<file path="src/design/port_c_defines.svh">
// Register offsets, field positions, reset values and masks of the upper port C pin multiplexer.
`ifndef PORT_C_DEFINES_SVH
`define PORT_C_DEFINES_SVH

`define PC_ADDR_W            8
`define PC_OFF_ANALOG_SEL    8'h00
`define PC_OFF_OUT_LATCH     8'h04
`define PC_OFF_PIN_LEVEL     8'h08
`define PC_OFF_SLEW_RATE     8'h0C
`define PC_OFF_DIRECTION     8'h10
`define PC_OFF_CFG_PIN_MAP   8'h14

`define PC_MASK_ANALOG_SEL   8'hFC
`define PC_MASK_SLEW_RATE    8'h1F
`define PC_MASK_CFG_PIN_MAP  8'hBF
`define PC_MASK_PIN_LEVEL    8'hE0

`define PC_RST_ANALOG_SEL    8'hFC
`define PC_RST_OUT_LATCH     8'h00
`define PC_RST_SLEW_RATE     8'h1F
`define PC_RST_DIRECTION     8'hFF
`define PC_RST_CFG_PIN_MAP   8'hBF

`define PC_CFG_PWM2B_SEL     5
`define PC_CFG_T3CLK_SEL     4
`define PC_CFG_CMP3_SEL      2
`define PC_CFG_CMP2_SEL      0
`define PC_SLEW_PORT_C       2

`define PC_PIN5              5
`define PC_PIN6              6
`define PC_PIN7              7
`define PC_SYNC_STAGES       2

`endif

</file>
<file path="src/design/port_c_pkg.sv">
// Types shared by the upper port C pin multiplexer.
package port_c_pkg;

    typedef logic [7:0] byte_t;

    typedef enum logic [3:0] {
        SRC_HIGH_Z  = 4'h0,
        SRC_LATCH   = 4'h1,
        SRC_SPI_DO  = 4'h2,
        SRC_PWM3_A  = 4'h3,
        SRC_CMP3    = 4'h4,
        SRC_TX      = 4'h5,
        SRC_SER_CLK = 4'h6,
        SRC_SER_DAT = 4'h7,
        SRC_PWM3_B  = 4'h8
    } pin_src_t;

endpackage

</file>
<file path="src/design/pin_sync.sv">
// Two-stage synchroniser for the port pin inputs.
`timescale 1ns/1ps
`default_nettype none

module pin_sync #(
    parameter int WIDTH = 3
) (
    // Clock and reset.
    input  wire logic             clk,
    input  wire logic             resetn,
    // Asynchronous input and synchronised output.
    input  wire logic [WIDTH-1:0] async_in,
    output logic      [WIDTH-1:0] sync_out
);

    typedef struct packed {
        logic [WIDTH-1:0] meta;
        logic [WIDTH-1:0] stable;
    } sync_state_t;

    sync_state_t st_r;
    sync_state_t st_nxt;

    always_comb begin
        st_nxt        = st_r;
        st_nxt.meta   = async_in;
        st_nxt.stable = st_r.meta;
    end

    always_ff @(posedge clk or negedge resetn) begin
        if (!resetn) begin
            st_r <= '0;
        end else begin
            st_r <= st_nxt;
        end
    end

    assign sync_out = st_r.stable;

endmodule // pin_sync

`default_nettype wire

</file>
<file path="src/design/port_c_upper_pin_mux.sv">
// Pin multiplexer for port C pins 5 to 7 with its APB register file.
//
// Added by the designer: the register addresses and the APB slave port.
`timescale 1ns/1ps
`default_nettype none
`include "port_c_defines.svh"

// Notes on behaviour
// - Direction 0 with no peripheral owning the pin drives the latch bit.
// - Pin level is sampled; digital input reads zero while analog select is set.
// - Pin 5 carries the SPI data output when its direction is 0.
// - Pins 6 and 7 carry PWM3 outputs A and B with direction 0.
// - Pin 6 outputs compare channel three, or feeds its capture with direction 1.
// - Pin 6 carries serial transmit data when the transmitter is active, direction 1.
// - Sync mode: pin 6 drives serial clock as master, receives it as slave.
// - Pin 7 feeds the serial receiver when direction 1 and analog select 0.
// - Sync mode: pin 7 is the bidirectional serial data line, direction 1.
// - Pin-map bits at 1 keep their functions on default pins.
// - Pin-map bits at 0 move functions away; compare three leaves this port.
// - Unimplemented register bits read back as zero.
// - Competing enabled outputs give the pin to the highest-priority peripheral.
// - Digital outputs still drive a pin whose analog select is set.
module port_c_upper_pin_mux
    import port_c_pkg::*;
(
    // Clock and reset.
    input  wire logic                    clk,
    input  wire logic                    resetn,
    // APB slave.
    input  wire logic                    psel,
    input  wire logic                    penable,
    input  wire logic                    pwrite,
    input  wire logic [`PC_ADDR_W-1:0]   paddr,
    input  wire logic [31:0]             pwdata,
    output logic      [31:0]             prdata,
    output logic                         pready,
    output logic                         pslverr,
    // Package pins 5 to 7, index 0 is pin 5.
    input  wire logic [2:0]              pin_in,
    output logic      [2:0]              pin_out,
    output logic      [2:0]              pin_oe_n,
    // Synchronous serial port one.
    input  wire logic                    spi_one_enable,
    input  wire logic                    spi_one_data_out,
    // Third enhanced capture/compare/PWM unit.
    input  wire logic                    pwm3_a_enable,
    input  wire logic                    pwm3_output_a,
    input  wire logic                    pwm3_b_enable,
    input  wire logic                    pwm3_output_b,
    input  wire logic                    compare3_enable,
    input  wire logic                    compare_channel_three,
    output logic                         compare3_capture_in,
    // Universal serial unit.
    input  wire logic                    serial_tx_active,
    input  wire logic                    serial_tx_one,
    input  wire logic                    serial_sync_mode,
    input  wire logic                    serial_sync_master,
    input  wire logic                    serial_clk_one,
    input  wire logic                    serial_dat_drive,
    input  wire logic                    serial_dat_one,
    output logic                         serial_rx_one,
    output logic                         serial_clk_one_in,
    output logic                         serial_dat_one_in,
    // Pin-map selects for functions routed elsewhere, and slew control.
    output logic                         pwm2b_pin_select,
    output logic                         timer3_clk_pin_select,
    output logic                         compare3_pin_select,
    output logic                         compare2_pin_select,
    output logic                         slew_limit_c
);

    typedef struct packed {
        byte_t       analog_select_c;
        byte_t       output_latch_c;
        byte_t       slew_rate_control;
        byte_t       direction_c;
        byte_t       config_pin_map;
        logic [2:0]  pin_out;
        logic [2:0]  pin_oe_n;
        logic        pready;
        logic        pslverr;
        logic [31:0] prdata;
        logic        capture_in;
        logic        rx_in;
        logic        clk_in;
        logic        dat_in;
        logic        pwm2b_sel;
        logic        t3clk_sel;
        logic        cmp3_sel;
        logic        cmp2_sel;
        logic        slew_limit;
    } mux_state_t;

    mux_state_t st_r;
    mux_state_t st_nxt;

    logic [2:0] pin_sync_w;
    byte_t      pin_level_w;
    pin_src_t   src5;
    pin_src_t   src6;
    pin_src_t   src7;

    // Address decode for the error answer; reads decode the offsets on their own.
    function automatic logic addr_mapped(input logic [`PC_ADDR_W-1:0] a);
        logic hit;
        hit = 1'b0;
        if (a == `PC_OFF_ANALOG_SEL) begin
            hit = 1'b1;
        end else if (a == `PC_OFF_OUT_LATCH) begin
            hit = 1'b1;
        end else if (a == `PC_OFF_PIN_LEVEL) begin
            hit = 1'b1;
        end else if (a == `PC_OFF_SLEW_RATE) begin
            hit = 1'b1;
        end else if (a == `PC_OFF_DIRECTION) begin
            hit = 1'b1;
        end else if (a == `PC_OFF_CFG_PIN_MAP) begin
            hit = 1'b1;
        end
        return hit;
    endfunction

    // Resolves a chosen source into the pin's drive value.
    function automatic logic src_value(input pin_src_t s, input logic latch);
        logic v;
        v = 1'b0;
        case (s)
            SRC_LATCH:   v = latch;
            SRC_SPI_DO:  v = spi_one_data_out;
            SRC_PWM3_A:  v = pwm3_output_a;
            SRC_CMP3:    v = compare_channel_three;
            SRC_TX:      v = serial_tx_one;
            SRC_SER_CLK: v = serial_clk_one;
            SRC_SER_DAT: v = serial_dat_one;
            SRC_PWM3_B:  v = pwm3_output_b;
            default:     v = 1'b0;
        endcase
        return v;
    endfunction

    pin_sync #(
        .WIDTH    (3)
    ) u_pin_sync (
        .clk      (clk),
        .resetn   (resetn),
        .async_in (pin_in),
        .sync_out (pin_sync_w)
    );

    // Digital input path is cut to zero on pins in analog mode.
    always_comb begin
        pin_level_w = '0;
        pin_level_w[`PC_PIN7:`PC_PIN5] = pin_sync_w & ~st_r.analog_select_c[`PC_PIN7:`PC_PIN5];
    end

    // Output source selection, highest priority first, analog select ignored.
    always_comb begin
        src5 = SRC_HIGH_Z;
        src6 = SRC_HIGH_Z;
        src7 = SRC_HIGH_Z;
        if (!st_r.direction_c[`PC_PIN5]) begin
            if (spi_one_enable) begin
                src5 = SRC_SPI_DO;
            end else begin
                src5 = SRC_LATCH;
            end
        end
        if (st_r.direction_c[`PC_PIN6]) begin
            if (serial_tx_active) begin
                src6 = SRC_TX;
            end else if (serial_sync_mode && serial_sync_master) begin
                src6 = SRC_SER_CLK;
            end
        end else if (st_r.cmp3_sel && pwm3_a_enable) begin
            src6 = SRC_PWM3_A;
        end else if (st_r.cmp3_sel && compare3_enable) begin
            src6 = SRC_CMP3;
        end else begin
            src6 = SRC_LATCH;
        end
        if (st_r.direction_c[`PC_PIN7]) begin
            if (serial_sync_mode && serial_dat_drive) begin
                src7 = SRC_SER_DAT;
            end
        end else if (pwm3_b_enable) begin
            src7 = SRC_PWM3_B;
        end else begin
            src7 = SRC_LATCH;
        end
    end

    always_comb begin
        st_nxt = st_r;

        // Pin drivers; the enable is low while the pin is driven.
        st_nxt.pin_out[0]  = src_value(src5, st_r.output_latch_c[`PC_PIN5]);
        st_nxt.pin_out[1]  = src_value(src6, st_r.output_latch_c[`PC_PIN6]);
        st_nxt.pin_out[2]  = src_value(src7, st_r.output_latch_c[`PC_PIN7]);
        st_nxt.pin_oe_n[0] = (src5 == SRC_HIGH_Z);
        st_nxt.pin_oe_n[1] = (src6 == SRC_HIGH_Z);
        st_nxt.pin_oe_n[2] = (src7 == SRC_HIGH_Z);

        // Inputs handed to the peripherals, all taken after the synchroniser.
        st_nxt.capture_in = st_r.cmp3_sel && st_r.direction_c[`PC_PIN6]
                            && pin_level_w[`PC_PIN6];
        st_nxt.rx_in      = st_r.direction_c[`PC_PIN7] && pin_level_w[`PC_PIN7];
        st_nxt.clk_in     = serial_sync_mode && !serial_sync_master
                            && st_r.direction_c[`PC_PIN6] && pin_level_w[`PC_PIN6];
        st_nxt.dat_in     = serial_sync_mode && st_r.direction_c[`PC_PIN7]
                            && pin_level_w[`PC_PIN7];

        // Pin-map selects follow the configuration register.
        st_nxt.pwm2b_sel  = st_r.config_pin_map[`PC_CFG_PWM2B_SEL];
        st_nxt.t3clk_sel  = st_r.config_pin_map[`PC_CFG_T3CLK_SEL];
        st_nxt.cmp3_sel   = st_r.config_pin_map[`PC_CFG_CMP3_SEL];
        st_nxt.cmp2_sel   = st_r.config_pin_map[`PC_CFG_CMP2_SEL];
        st_nxt.slew_limit = st_r.slew_rate_control[`PC_SLEW_PORT_C];

        // APB: answer is prepared in the setup cycle, so the access phase has no wait state.
        st_nxt.pready  = 1'b0;
        st_nxt.pslverr = 1'b0;
        if (psel && !penable) begin
            st_nxt.pready  = 1'b1;
            st_nxt.pslverr = !addr_mapped(paddr);
            st_nxt.prdata  = '0;
            if (!pwrite) begin
                if (paddr == `PC_OFF_ANALOG_SEL) begin
                    st_nxt.prdata[7:0] = st_r.analog_select_c & `PC_MASK_ANALOG_SEL;
                end else if (paddr == `PC_OFF_OUT_LATCH) begin
                    st_nxt.prdata[7:0] = st_r.output_latch_c;
                end else if (paddr == `PC_OFF_PIN_LEVEL) begin
                    st_nxt.prdata[7:0] = pin_level_w & `PC_MASK_PIN_LEVEL;
                end else if (paddr == `PC_OFF_SLEW_RATE) begin
                    st_nxt.prdata[7:0] = st_r.slew_rate_control & `PC_MASK_SLEW_RATE;
                end else if (paddr == `PC_OFF_DIRECTION) begin
                    st_nxt.prdata[7:0] = st_r.direction_c;
                end else if (paddr == `PC_OFF_CFG_PIN_MAP) begin
                    st_nxt.prdata[7:0] = st_r.config_pin_map & `PC_MASK_CFG_PIN_MAP;
                end
            end
        end

        // Writes take effect at the edge that completes the access phase.
        if (psel && penable && st_r.pready && pwrite) begin
            if (paddr == `PC_OFF_ANALOG_SEL) begin
                st_nxt.analog_select_c = pwdata[7:0] & `PC_MASK_ANALOG_SEL;
            end else if (paddr == `PC_OFF_OUT_LATCH) begin
                st_nxt.output_latch_c = pwdata[7:0];
            end else if (paddr == `PC_OFF_PIN_LEVEL) begin
                st_nxt.output_latch_c = pwdata[7:0];
            end else if (paddr == `PC_OFF_SLEW_RATE) begin
                st_nxt.slew_rate_control = pwdata[7:0] & `PC_MASK_SLEW_RATE;
            end else if (paddr == `PC_OFF_DIRECTION) begin
                st_nxt.direction_c = pwdata[7:0];
            end else if (paddr == `PC_OFF_CFG_PIN_MAP) begin
                st_nxt.config_pin_map = pwdata[7:0] & `PC_MASK_CFG_PIN_MAP;
            end
        end
    end

    always_ff @(posedge clk or negedge resetn) begin
        if (!resetn) begin
            st_r                   <= '0;
            st_r.analog_select_c   <= `PC_RST_ANALOG_SEL;
            st_r.output_latch_c    <= `PC_RST_OUT_LATCH;
            st_r.slew_rate_control <= `PC_RST_SLEW_RATE;
            st_r.direction_c       <= `PC_RST_DIRECTION;
            st_r.config_pin_map    <= `PC_RST_CFG_PIN_MAP;
            st_r.pin_oe_n          <= 3'h7;
            st_r.pwm2b_sel         <= 1'b1;
            st_r.t3clk_sel         <= 1'b1;
            st_r.cmp3_sel          <= 1'b1;
            st_r.cmp2_sel          <= 1'b1;
            st_r.slew_limit        <= 1'b1;
        end else begin
            st_r <= st_nxt;
        end
    end

    assign prdata                = st_r.prdata;
    assign pready                = st_r.pready;
    assign pslverr               = st_r.pslverr;
    assign pin_out               = st_r.pin_out;
    assign pin_oe_n              = st_r.pin_oe_n;
    assign compare3_capture_in   = st_r.capture_in;
    assign serial_rx_one         = st_r.rx_in;
    assign serial_clk_one_in     = st_r.clk_in;
    assign serial_dat_one_in     = st_r.dat_in;
    assign pwm2b_pin_select      = st_r.pwm2b_sel;
    assign timer3_clk_pin_select = st_r.t3clk_sel;
    assign compare3_pin_select   = st_r.cmp3_sel;
    assign compare2_pin_select   = st_r.cmp2_sel;
    assign slew_limit_c          = st_r.slew_limit;

endmodule // port_c_upper_pin_mux

`default_nettype wire

</file>
<file path="config.mk">
export PLATFORM = sky130hd
export DESIGN_NAME = port_c_upper_pin_mux
export DESIGN_NICKNAME = d
export VERILOG_FILES = /design/src/design/port_c_pkg.sv /design/src/design/pin_sync.sv /design/src/design/port_c_upper_pin_mux.sv
export VERILOG_INCLUDE_DIRS = /design/src /design/src/design
export SDC_FILE = /design/constraint.sdc
export NUM_CORES = 1
export LEC_CHECK = 0
export BUFFER_PORTS_ARGS = -buffer_cell sky130_fd_sc_hd__buf_2
export CAP_MARGIN = 20
export CELL_PAD_IN_SITES_DETAIL_PLACEMENT = 1
export CELL_PAD_IN_SITES_GLOBAL_PLACEMENT = 1
export CORE_MARGIN = 4
export CORE_UTILIZATION = 41
export CTS_CLUSTER_SIZE = 25
export DETAILED_ROUTE_END_ITERATION = 6
export GPL_ROUTABILITY_DRIVEN = 0
export GPL_TIMING_DRIVEN = 1
export PLACE_DENSITY = 0.8
export SLEW_MARGIN = 15
export SYNTH_ARGS = -nofsm -noshare
export SYNTH_HDL_FRONTEND = slang
export SYNTH_HIERARCHICAL = 1
export SYNTH_SLANG_ARGS = --single-unit
</file>
<file path="constraint.sdc">
create_clock -name clk -period 2.2 [get_ports clk]
set_input_delay 0.33 -clock clk [delete_from_list [all_inputs] [get_ports clk]]
set_output_delay 0.33 -clock clk [all_outputs]
set_load 0.005 [all_outputs]
</file>
==> metrics.md <==
| Metric | Value |
|---|---|
| Final Util | 49.18% |
| Sequential share of power | 50.7% |
| Total negative slack | 0 ns |
| Clock share of power | 42.5% |
| CTS Buffer Depth | 2 |
| Vias per inst | 4.993 |
| Num CTS Buffers | 9 |
| Worst-path clk slew | 0.07 ns |
| Clk_lat worst skew | 0.34 ns |
| IO Port Bufs | 63 |
| Final hold vios | 0 |
| Logic pwr share | 6.8% |
| Vias in the first global route | 2323 |
| Worst slack, placed | 0.2563 ns |
| PwrDens | 660.1 nW/um^2 |
| GR Overflow Total | 0 |
| WL final | 7.440 mm |
| 1st-pass router iterations | 4 |
| RSZ-0062 raised after global routing | no |
| Asr flop ratio synth | 100.0% |
| Crit path DAT | 2.01 ns |
| Die area | 9224 um^2 |
| Clock Sinks | 65 |
| Worst Clk Skew | 0.004001 ns |
| Die X | 96.04 um |
| Worst reg2reg setup slack | 0.46 ns |
| Distinct cells, synth | 44 |
| Most frequent cells in the layout | buf_2 (63), dfstp_2 (34), dfrtp_1 (31) |
| Core Region | 7408 um^2 |
| Die span in y | 96.04 um |
| Root Buffer | clkbuf_8 |
| Fraction of layout cells with a size suffix above 1 | 49.85% |
| Number of flops mapped to enable cells by yosys | 0 |
| Syn-to-layout area delta | 14.65% |
| Avg Cell Area, Syn | 12.04 um^2 |
| Power Internal | 1.854 mW |
| # IOs | 112 |
| Initial DRC count | 39 |
| Worst slew pin tran | 0.5787 ns |
| Starting density of the core | 42.90% |
| Min cycle time layout | 1.745 ns |
| WL/cell | 17.38 um |
| Setup Viol. Count Final | 0 |
| FMAX | 0.5731 GHz |
| CP Capture Type | flip-flop |
| Hold Path Class | in2reg |
| LEAKAGE | 1.767 nW |
| Status | complete, no violations |
| Setup Fix Bufs, Post-CTS | 0 |
| Worst EP required | 2.47 ns |
| Placed wire-length estimate | 5.497 mm |
| Final nets | 387 |
| CP max FO | 5 |
| Psw | 550.8 uW |
| Drt drc | 0 |
| Fin worst setup slack | 0.4551 ns |
| Synth Cell Area | 3178 um^2 |
| Largest net degree at the start of global routing | 24 |
| Vias | 2137 |
| Initial antenna violation count | 0 |
| CP startpoint kind | flip-flop |
| Global-route wire length before repair | 11.92 mm |
| #FFs+latches synth | 65 |
| Switch share | 22.90% |
| Fin. max-slew vios | 0 |
| CTS tree | yes |
| Gr usage total | 17.46% |
| Cell count after synthesis | 264 |
| Most common cell after layout, fill and taps aside | buf_2 |
| Synth warn | 6 |
| N_diodes | 0 |
| WS Path Type | reg2reg |
| Power, Total | 2.405 mW |
| Slew margin rel. | 61.42% |
| VDD IR max | 0.3381 mV |
| Max Cap Viol | 0 |
| Post-synth top flop | dfstp_2 |
| Tcrit/Tclk final | 79.31% |
| CTS Hold Buffers Added | 1 |
| Rows | 31 |
| CTS H-tree lvls | 3 |
| Seq/Total Area, Yosys | 52.52% |
| Post-route ant nets | 0 |
| Post-CTS resize count | 0 |
[worst max-delay path: stages, from the launching register on]
cell     delay [ns]
dfrtp_1        0.34
and4_1         0.33
and3_1         0.27
and3_1         0.36
mux2_2         0.38
[state kept, by name (all words and copies together) (netlist names), 3 cells and up]
register,flops
pin_out,3
u_pin_sync/sync_out,3
st_nxt,5
st_r,29
prdata,8
u_pin_sync/st_nxt,3
pin_oe_n,3
[area by class of cell]
cell class	instances	area [um^2]
fill	815	3765
clock buffer	13	158.9
multi-input combinational	170	1244
sequential	65	1669
timing repair buffer	72	385.4
clock inverter	3	40.04
inverter	6	22.52
tap	99	123.9
[synth_stat cells, types with 2 or more instances]
master | n | area, um^2
and2_1 | 2 | 12.51
inv_1 | 6 | 22.52
mux2i_1 | 10 | 100.1
nor2_1 | 13 | 48.80
buf_4 | 39 | 292.8
a22oi_1 | 3 | 22.52
o21ai_1 | 3 | 15.01
nand3_1 | 2 | 10.01
or3_4 | 2 | 22.52
nor2b_1 | 3 | 18.77
o21ai_0 | 12 | 60.06
and3_1 | 3 | 18.77
and4b_1 | 2 | 20.02
mux2_2 | 29 | 326.6
o22ai_1 | 4 | 25.02
nor3_1 | 2 | 10.01
mux2_4 | 7 | 105.1
buf_2 | 2 | 10.01
o32a_1 | 3 | 30.03
nand2_1 | 14 | 52.55
dfstp_2 | 34 | 893.4
a32oi_1 | 2 | 17.52
a21oi_1 | 8 | 40.04
a32o_1 | 2 | 20.02
dfrtp_1 | 31 | 775.7
nand2b_1 | 5 | 31.28
clkbuf_1 | 4 | 15.01
[metrics by stage]
step           instances  cell area, um^2  hold slack, ns
2_1_floorplan        287             3264         0.03441
3_3_place_gp         411             3435          0.2974
3_5_place_dp         411             3435          0.3065
4_1_cts              428             3643         0.08362
5_1_grt              428             3643         0.07967
6_report             428             3643         0.08978
[worst paths after layout]
| check | from | end | cells past startpoint |
|---|---|---|---|
| setup / recovery | pready | st_r[65] | 4 |
| hold / removal | pin_in[1] | u_pin_sync/st_nxt[1] | 1 |
| setup reg to reg | pready | st_r[65] | 4 |
| hold reg to reg | u_pin_sync/st_nxt[0] | u_pin_sync/sync_out[0] | 0 |
| max in group asynchronous | resetn | st_r[57] | 3 |
| min in group asynchronous | resetn | pin_out[2] | 2 |
[cells by family after synthesis]
group / share of synthesized area [%]
flops: 52.52
simple gates: 11.61
buf+inv: 11.06
mux: 16.73
compound gates: 7.953
other cells: 0.1180
[power groups by stage]
stage          Clock, mW  Sequential [mW]  Combinational [mW]
5_1_grt             1.11             1.22               0.186
3_5_place_dp           0             1.24               0.163
4_1_cts             1.05             1.22               0.166
2_1_floorplan          0             1.24              0.0998
3_3_place_gp           0             1.24               0.157
6_report            1.02             1.22               0.164
[metal layers]
layer,vias to the layer above,global-route usage (%),share of wire [%]
met1,1071,22.49,44
met4,0,4.976,1.2
li1,990,-,-
met5,-,0,0
met2,67,28.46,49
met3,9,5.160,6.4
Note: power is estimated with default switching activity, not from simulation.
